$ cat src/common/mbic_pkg.sv
// Package with constants and types for the manual button intensity control
package mbic_pkg;
  localparam int unsigned CLK_HZ = 100_000_000;
  // Long hold needed to activate, in seconds
  localparam int unsigned HOLD_S = 3;
  localparam longint unsigned HOLD_CYC = longint'(HOLD_S) * CLK_HZ;
  // Daylight keep-on interval, in seconds
  localparam int unsigned DAY_ON_S = 30;
  localparam longint unsigned DAY_ON_CYC = longint'(DAY_ON_S) * CLK_HZ;
  // Debounce settle time, in milliseconds
  localparam int unsigned DEB_MS = 20;
  localparam int unsigned DEB_CYC = (DEB_MS * (CLK_HZ / 1000));
  // One minute tick for the intensity timeout
  localparam int unsigned MIN_S = 60;
  localparam longint unsigned MIN_CYC = longint'(MIN_S) * CLK_HZ;
  // Timeout range in minutes
  localparam logic [5:0] TMO_MIN = 6'h01;
  localparam logic [5:0] TMO_MAX = 6'h3c;
  // Ambient light thresholds in lux
  localparam logic [15:0] LUX_DARK = 16'h0064;
  localparam logic [15:0] LUX_DAY = 16'h0096;
  // Intensity encoding
  typedef enum logic [1:0] {
    MBIC_INT_OFF = 2'b00,
    MBIC_INT_LOW = 2'b01,
    MBIC_INT_MED = 2'b10,
    MBIC_INT_HIGH = 2'b11
  } mbic_int_e;
  // Operating mode encoding
  typedef enum logic [1:0] {
    MBIC_MODE_STANDBY = 2'b00,
    MBIC_MODE_ALWAYS = 2'b01,
    MBIC_MODE_DUSK = 2'b10
  } mbic_mode_e;
  // Reset values
  localparam logic [1:0] RST_INT = 2'b01;
  localparam logic [1:0] RST_MODE = 2'b00;
endpackage

$ cat src/common/mbic_btn_if.sv
// Interface carrying the debounced button events to the controller
`timescale 1ns/1ps
`default_nettype none
interface mbic_btn_if;
  logic press;
  logic long_hold;
  logic level;
  modport src (output press, output long_hold, output level);
  modport dst (input press, input long_hold, input level);
endinterface
`default_nettype wire

$ cat src/core/mbic_debounce.sv
// Button synchroniser, debouncer and long-hold detector
`timescale 1ns/1ps
`default_nettype none
module mbic_debounce
  import mbic_pkg::*;
#(
  // Settle and hold times in clock cycles
  parameter int unsigned DEB_CYCLES = DEB_CYC,
  parameter longint unsigned HOLD_CYCLES = HOLD_CYC
)
(
  // Clock and reset
  input wire logic clk_in,
  input wire logic sys_rst_in,
  // Raw button pin
  input wire logic button_in,
  // Events out
  mbic_btn_if.src btn
);
  logic sync_a;
  logic sync_b;
  logic stable;
  logic [21:0] deb_cnt;
  logic [28:0] hold_cnt;
  logic hold_done;
  wire deb_done = (deb_cnt == 22'(DEB_CYCLES - 1));
  wire hold_hit = stable && !hold_done && (hold_cnt == 29'(HOLD_CYCLES - 1));

  // Two flops before the pin is looked at
  always_ff @(posedge clk_in or posedge sys_rst_in)
  begin
    if (sys_rst_in)
    begin
      sync_a <= 1'b0;
      sync_b <= 1'b0;
    end
    else
    begin
      sync_a <= button_in;
      sync_b <= sync_a;
    end
  end

  // Accept a new level only after it stays put, so contact bounce is one press
  always_ff @(posedge clk_in or posedge sys_rst_in)
  begin
    if (sys_rst_in)
    begin
      deb_cnt <= '0;
      stable <= 1'b0;
    end
    else if (sync_b == stable)
      deb_cnt <= '0;
    else if (deb_done)
    begin
      deb_cnt <= '0;
      stable <= sync_b;
    end
    else
      deb_cnt <= deb_cnt + 22'h000001;
  end

  // Hold timer runs while pressed; fires once per hold
  always_ff @(posedge clk_in or posedge sys_rst_in)
  begin
    if (sys_rst_in)
    begin
      hold_cnt <= '0;
      hold_done <= 1'b0;
    end
    else if (!stable)
    begin
      hold_cnt <= '0;
      hold_done <= 1'b0;
    end
    else if (hold_hit)
      hold_done <= 1'b1;
    else if (!hold_done)
      hold_cnt <= hold_cnt + 29'h00000001;
  end

  // Press counts on the first stable assertion, once
  always_ff @(posedge clk_in or posedge sys_rst_in)
  begin
    if (sys_rst_in)
    begin
      btn.press <= 1'b0;
      btn.long_hold <= 1'b0;
    end
    else
    begin
      btn.press <= deb_done && sync_b && !stable;
      btn.long_hold <= hold_hit;
    end
  end

  assign btn.level = stable;
endmodule
`default_nettype wire

$ cat src/core/mbic_top.sv
// Manual push button activation and intensity stepping for a solar light
// Overview of operation
// - When inactive, activate only after the button is held 3 seconds.
// - Long-hold activation starts at low intensity.
// - A press at low intensity steps to medium.
// - A press at medium intensity steps to high.
// - A press at high wraps back to low.
// - Button activation forces dusk to dawn mode.
// - Dusk to dawn mode: on in darkness, off in daylight.
// - Daylight activation keeps light on 30 seconds, then sensor decides.
// - Any new radio command returns control to radio.
// - Expiry of the radio-set timeout drops intensity to low.
// - Dark below 100 lux, daylight at 150 lux, with hysteresis.
// - Timeout accepts 1 to 60 minutes from the radio.
`timescale 1ns/1ps
`default_nettype none
module mbic_top
  import mbic_pkg::*;
#(
  // Timing in clock cycles; the real values take seconds, so a bench may shorten them
  parameter int unsigned DEB_CYCLES = DEB_CYC,
  parameter longint unsigned HOLD_CYCLES = HOLD_CYC,
  parameter longint unsigned DAY_CYCLES = DAY_ON_CYC,
  parameter longint unsigned MIN_CYCLES = MIN_CYC
)
(
  // Clock and reset
  input wire logic clk_in,
  input wire logic sys_rst_in,
  // Button and sensor pins
  input wire logic button_in,
  input wire logic [15:0] lux_in,
  // Radio command path (same clock domain)
  input wire logic radio_cmd_in,
  input wire mbic_mode_e radio_mode_in,
  input wire mbic_int_e radio_int_in,
  input wire logic radio_tmo_en_in,
  input wire logic [5:0] radio_tmo_min_in,
  // Light outputs
  output mbic_int_e led_int_out,
  output logic led_on_out,
  output mbic_mode_e mode_out,
  output logic manual_out,
  output logic dark_out
);
  typedef enum logic [1:0] {
    MBIC_ST_IDLE = 2'b00,
    MBIC_ST_MANUAL = 2'b01,
    MBIC_ST_RADIO = 2'b10
  } mbic_st_e;

  mbic_btn_if btn_if ();

  mbic_st_e state;
  mbic_st_e next_state;
  mbic_int_e level;
  mbic_int_e next_level;
  mbic_mode_e mode;
  mbic_mode_e next_mode;
  logic [15:0] lux_a;
  logic [15:0] lux_b;
  logic dark;
  logic [31:0] day_cnt;
  logic [32:0] min_cnt;
  logic [5:0] tmo_min;
  logic [5:0] tmo_cnt;
  logic tmo_en;

  mbic_debounce #(
    .DEB_CYCLES(DEB_CYCLES),
    .HOLD_CYCLES(HOLD_CYCLES)
  ) u_deb (
    .clk_in(clk_in),
    .sys_rst_in(sys_rst_in),
    .button_in(button_in),
    .btn(btn_if.src)
  );

  // Step function shared by the press path
  function automatic mbic_int_e step_int(input mbic_int_e cur);
    case (cur)
      MBIC_INT_LOW: step_int = MBIC_INT_MED;
      MBIC_INT_MED: step_int = MBIC_INT_HIGH;
      MBIC_INT_HIGH: step_int = MBIC_INT_LOW;
      default: step_int = MBIC_INT_LOW;
    endcase
  endfunction

  // Clamp a requested timeout into its legal range
  function automatic logic [5:0] clamp_tmo(input logic [5:0] v);
    if (v < TMO_MIN)
      clamp_tmo = TMO_MIN;
    else if (v > TMO_MAX)
      clamp_tmo = TMO_MAX;
    else
      clamp_tmo = v;
  endfunction

  wire active = (state != MBIC_ST_IDLE);
  wire activate = btn_if.long_hold && !active;
  wire step = btn_if.press && active && !btn_if.long_hold;
  wire min_tick = (min_cnt == 33'(MIN_CYCLES - 1));
  wire tmo_fire = tmo_en && min_tick && (tmo_cnt == tmo_min - 6'h01) && (level != MBIC_INT_LOW);
  wire day_hold = (day_cnt != 32'h00000000);
  wire light_want = (mode == MBIC_MODE_ALWAYS) || ((mode == MBIC_MODE_DUSK) && (dark || day_hold));

  // Sensor pins pass two flops before any compare
  always_ff @(posedge clk_in or posedge sys_rst_in)
  begin
    if (sys_rst_in)
    begin
      // Daylight value, so that no false darkness follows reset
      lux_a <= LUX_DAY;
      lux_b <= LUX_DAY;
    end
    else
    begin
      lux_a <= lux_in;
      lux_b <= lux_a;
    end
  end

  // Hysteresis keeps the light from chattering near dusk
  always_ff @(posedge clk_in or posedge sys_rst_in)
  begin
    if (sys_rst_in)
      dark <= 1'b0;
    else if (lux_b < LUX_DARK)
      dark <= 1'b1;
    else if (lux_b >= LUX_DAY)
      dark <= 1'b0;
  end

  // Control owner and intensity selection
  always_comb
  begin
    next_state = state;
    next_level = level;
    next_mode = mode;
    if (radio_cmd_in)
    begin
      next_state = MBIC_ST_RADIO;
      next_mode = radio_mode_in;
      next_level = (radio_int_in == MBIC_INT_OFF) ? MBIC_INT_LOW : radio_int_in;
    end
    else if (activate)
    begin
      next_state = MBIC_ST_MANUAL;
      next_level = MBIC_INT_LOW;
      next_mode = MBIC_MODE_DUSK;
    end
    else if (step)
      next_level = step_int(level);
    else if (tmo_fire)
      next_level = MBIC_INT_LOW;
  end

  always_ff @(posedge clk_in or posedge sys_rst_in)
  begin
    if (sys_rst_in)
    begin
      state <= MBIC_ST_IDLE;
      level <= mbic_int_e'(RST_INT);
      mode <= mbic_mode_e'(RST_MODE);
    end
    else
    begin
      state <= next_state;
      level <= next_level;
      mode <= next_mode;
    end
  end

  // Daylight keep-on window after a manual activation
  always_ff @(posedge clk_in or posedge sys_rst_in)
  begin
    if (sys_rst_in)
      day_cnt <= '0;
    else if (radio_cmd_in)
      day_cnt <= '0;
    else if (activate && !dark)
      day_cnt <= 32'(DAY_CYCLES);
    else if (day_hold)
      day_cnt <= day_cnt - 32'h00000001;
  end

  // Timeout settings latched from each radio command
  always_ff @(posedge clk_in or posedge sys_rst_in)
  begin
    if (sys_rst_in)
    begin
      tmo_en <= 1'b0;
      tmo_min <= TMO_MIN;
    end
    else if (radio_cmd_in)
    begin
      tmo_en <= radio_tmo_en_in;
      tmo_min <= clamp_tmo(radio_tmo_min_in);
    end
  end

  // Minute prescaler and minute counter; restart on any intensity change
  always_ff @(posedge clk_in or posedge sys_rst_in)
  begin
    if (sys_rst_in)
    begin
      min_cnt <= '0;
      tmo_cnt <= '0;
    end
    else if (next_level != level || radio_cmd_in || level == MBIC_INT_LOW)
    begin
      min_cnt <= '0;
      tmo_cnt <= '0;
    end
    else if (min_tick)
    begin
      min_cnt <= '0;
      tmo_cnt <= tmo_cnt + 6'h01;
    end
    else
      min_cnt <= min_cnt + 33'h000000001;
  end

  // Registered outputs
  always_ff @(posedge clk_in or posedge sys_rst_in)
  begin
    if (sys_rst_in)
    begin
      led_int_out <= MBIC_INT_OFF;
      led_on_out <= 1'b0;
      mode_out <= mbic_mode_e'(RST_MODE);
      manual_out <= 1'b0;
      dark_out <= 1'b0;
    end
    else
    begin
      led_on_out <= active && light_want;
      led_int_out <= (active && light_want) ? level : MBIC_INT_OFF;
      mode_out <= mode;
      manual_out <= (state == MBIC_ST_MANUAL);
      dark_out <= dark;
    end
  end
endmodule
`default_nettype wire
$ cat config.mk
export PLATFORM = sky130hd
export DESIGN_NAME = mbic_top
export DESIGN_NICKNAME = d
export VERILOG_FILES = /design/src/common/mbic_pkg.sv /design/src/common/mbic_btn_if.sv /design/src/core/mbic_debounce.sv /design/src/core/mbic_top.sv
export SDC_FILE = /design/constraint.sdc
export NUM_CORES = 1
export LEC_CHECK = 0
export BUFFER_PORTS_ARGS = -buffer_cell sky130_fd_sc_hd__buf_4
export CORE_ASPECT_RATIO = 0.75
export CORE_UTILIZATION = 25
export CTS_CLUSTER_SIZE = 10
export DETAILED_ROUTE_END_ITERATION = 8
export GPL_ROUTABILITY_DRIVEN = 0
export SLEW_MARGIN = 20
export SYNTH_ARGS = -nofsm -noshare
export SYNTH_HDL_FRONTEND = slang
export SYNTH_SLANG_ARGS = --single-unit
$ cat constraint.sdc
create_clock -name clk_in -period 8.36 [get_ports clk_in]
set_input_delay 0.836 -clock clk_in [delete_from_list [all_inputs] [get_ports clk_in]]
set_output_delay 0.836 -clock clk_in [all_outputs]
set_load 0.005 [all_outputs]
==> impl_summary.md <==
Synth
The total nets after synthesis is about 890. Synthesis inferred ~180 register bits. The number of enable-type register cells in the synthesized netlist is 0. A synthesized cell averages around 10 um^2. The area of the mapped netlist is 0.00865 mm^2. After technology mapping, the gate count stands at 850.

The number of distinct library cells after synthesis is 70. The share of the yosys chip area belonging to registers is 0.519. For this run, the leading register cell type out of synthesis is sky130_fd_sc_hd__dfrtp_1. The Yosys step of the flow raised 0 warnings.

The fraction of registers with async set/reset is 1.00.

Floorplanning
In this run the count of I/O pins placed on the die edge is 38. The overall die width is approximately 220 um. The core area is between 0.03 and 0.04 mm^2.

The die footprint is roughly 0.035 mm^2. The effective utilization at floorplan is 0.256. The chip height is between 150 and 200 um. The number of core rows is a little under 60.

Clock tree
The number of post-CTS setup repair buffers is 0. The TritonCTS clock tree is built. At the later pin of the worst-skew pair, clock insertion delay measures about 0.45 ns. The H-tree was split into 4 levels. The post-CTS resize count is 0.

CTS saw 179 sinks. The maximum count of clock buffers along a single path is 2. Clock-pin slew was measured on the worst setup and hold paths at around 0.07 ns. The cell sitting at the root of the clock tree is a sky130_fd_sc_hd__clkbuf_16.

The number of buffers inserted for hold repair after clock tree synthesis is 0. The number of buffers inserted during clock tree synthesis is 17.

Worst setup path
Across all register-to-register paths, the minimum setup slack is roughly 5 ns. Along the worst path, the maximum fanout reaches 27. The capturing element type of the critical path is a flip-flop.

In this run the worst setup path begins at u_deb.btn.level. Measured in cells, the most critical reg-to-reg path has a length of 5. STA classifies the critical path startpoint as a flip-flop. The startpoint of the most critical register-to-register path is u_deb.btn.level. Data on the critical path arrives at its endpoint at 3.61 ns. The worst setup path is of the flip-flop to flip-flop kind.

STA puts the critical path data required time at around 8.7 ns. The endpoint of the lowest-slack register-to-register path is u_deb.hold_cnt[3].

Timing
The worst path needs 3.26 ns of the cycle, external delays included. The number of pins exceeding their max-slew limit in the final report is 0. Adding up every negative setup slack in the final design gives 0 ns. The largest clock skew in the final design is 0.00876 ns.

Setup repair after global routing left no endpoint under its margin. Dividing the final minimum period by the clock period gives 0.390. At the pin with the least slew margin, the transition time is roughly 1.1 ns. For this run, the top clock speed supported by timing is approximately 310 MHz.

The total count of hold-check failures in the final report is 0. Setup violations remaining at the end of the flow were counted as 0. Measured against its own limit, the worst slew margin works out to 0.298.

Global routing
The number of global-route vias before repair came to 6,114. The global-route wire length before repair is 31,300 um. The global route total overflow is 0. The maximum number of pins on one net before global-route repair is 67. The number of antenna violations at the first check in global routing is 0. The combined global-route utilization of all metal layers is 0.110.

Routing
In the final routed layout, each cell accounts on average for ~14 um. For this run, design rule violations remaining after detail routing come to 0. The initial DRC count is around 480. The first TritonRoute pass finished after 5 iterations.

Once detail routing completed, the nets flagged for antenna violations numbered 0. The routed design has 18,300 um of wire. The via count normalized by instance count is 4.80. Detailed routing inserted a total of roughly 6,500 vias.

Worst hold path
The class of the most critical hold timing path is flip-flop to flip-flop. The worst hold path was traced through 0 stages. The worst hold path begins at lux_a[15].

The path with the worst hold slack has its endpoint at lux_b[15].

Layout
The final antenna diode count is 0. The most frequent standard cell in the layout excluding fill and tap cells is sky130_fd_sc_hd__dfrtp_1. The area overhead of the layout relative to synthesis is 15.4%. In the layout the commonest cells are sky130_fd_sc_hd__dfrtp_1 (169), sky130_fd_sc_hd__nor2_1 (94), sky130_fd_sc_hd__nand2_1 (50). The share of final-layout standard cells stronger than drive strength 1 is 0.144. Excluding fillers, the count of instances in the completed layout stands at 1,347.

For this run, the post-layout net count is about 920.

Power and ir drop
For this design the static power due to leakage is a little under 0.004 uW. Across the VDD grid, the largest voltage drop is between 0.1 and 0.15 mV. Power spread over the standard cell area amounts to 242 mW/mm^2.

Placed design
The number of buffers inserted by port buffering is 36. The placed wire-length estimate after detailed placement is roughly 12,000 um. The number of placed instances, taps included, is approximately 1,300.

Run
The tool flagged a number of max-cap violations equal to 0.

Status
The flow ran to the end, and the final reports show no timing, DRC or antenna violations.
[report_power, final]
part	internal, uW	switching, uW	leakage, uW
Combinational	239	365	0.00131
Sequential	937	70.9	0.00236
Clock	423	377	0.000285
Total	1600	813	0.00396
[layout make-up]
cell class	count	area (um^2)
repair buffers	44	330
fillers	3543	23800
clock inverters	15	161
multi-input cells	617	3920
inverters	25	98.8
well taps	450	563
flip-flops and latches	179	4490
clock buffers	17	425
[stage by stage]
step	utilization	power [uW]	setup slack [ns]	hold slack (ns)	area, um^2
floorplan	-	1500	2.68	0.331	8650
detailed placement	0.278	1620	4.70	0.335	9400
global route	0.295	2560	4.81	0.357	9990
global placement	0.278	1610	4.78	0.333	9400
CTS	0.295	2440	4.66	0.349	9980
finish	0.295	2410	5.10	0.347	9990
[sequential cells by signal, summed over array words and instances (netlist names)]
signal               count
dark                     1
dark_out                 1
day_cnt                 32
led_int_out              2
led_on_out               1
level                    2
lux_a                   15
lux_b                   15
manual_out               1
min_cnt                 33
mode                     2
mode_out                 2
state                    2
tmo_cnt                  6
tmo_en                   1
tmo_min                  6
u_deb.btn.level          1
u_deb.btn.long_hold      1
u_deb.btn.press          1
u_deb.deb_cnt           22
u_deb.hold_cnt          29
u_deb.hold_done          1
u_deb.sync_a             1
u_deb.sync_b             1
[worst max path at each step]
stage / end / slack [ns] / depth (start not counted)
6_report: u_deb.hold_cnt[3] / 5.10 / 5
5_1_grt: u_deb.hold_cnt[9] / 4.81 / 5
4_1_cts: u_deb.hold_cnt[3] / 4.66 / 5
3_5_place_dp: u_deb.hold_cnt[3] / 4.70 / 5
3_3_place_gp: u_deb.hold_cnt[3] / 4.78 / 5
2_1_floorplan: dark / 2.68 / 1
[metal layers]
metal / vias to the layer above / global-route usage / wire length (um)
met4: 0 / 0.0352 / 217
met3: 19 / 0.0287 / 759
li1: 3187 / - / -
met5: - / 0 / 0
met2: 101 / 0.153 / 7680
met1: 3153 / 0.163 / 9660
[synthesized netlist by cell type, drive strengths merged (8+ instances only)]
cell type  number  area (um^2)
o31ai          23          173
nor3           19          105
or4            24          193
nand4          31          194
clkbuf         19         81.3
a21oi          51          263
o21ai          21          113
dfrtp         169         4230
and4            9         80.1
inv            24         90.1
xnor2          25          219
nor4           26          178
or3            22          145
nand2          51          194
xor2           49          429
nand3          43          215
nand2b          9         56.3
buf            10         75.1
nor2           95          359
and3           11         68.8
ha              8          100
dfstp          10          263
[critical path, stage by stage, from the launching register on]
cell and delay, ns:
sky130_fd_sc_hd__dfrtp_1 0.60, sky130_fd_sc_hd__clkinv_1 0.76, sky130_fd_sc_hd__or4_1 0.80, sky130_fd_sc_hd__nor3_2 0.62
sky130_fd_sc_hd__o21ai_0 0.22, sky130_fd_sc_hd__a21oi_1 0.16
[cells by family (layout without fill, tap and decap cells)]
kind of cell / Yosys count / after routing / share of synthesized area
DFF: 179 / 179 / 0.519
and+or+nand+nor: 390 / 390 / 0.252
xor gates and xnor gates: 74 / 74 / 0.0749
buffers and inverters: 54 / 101 / 0.0289
muxes: 12 / 12 / 0.0146
adders and majority gates: 8 / 8 / 0.0116
AOI/OAI and AO/OA: 133 / 133 / 0.0989
No activity file was read; power rests on OpenSTA's default activity.
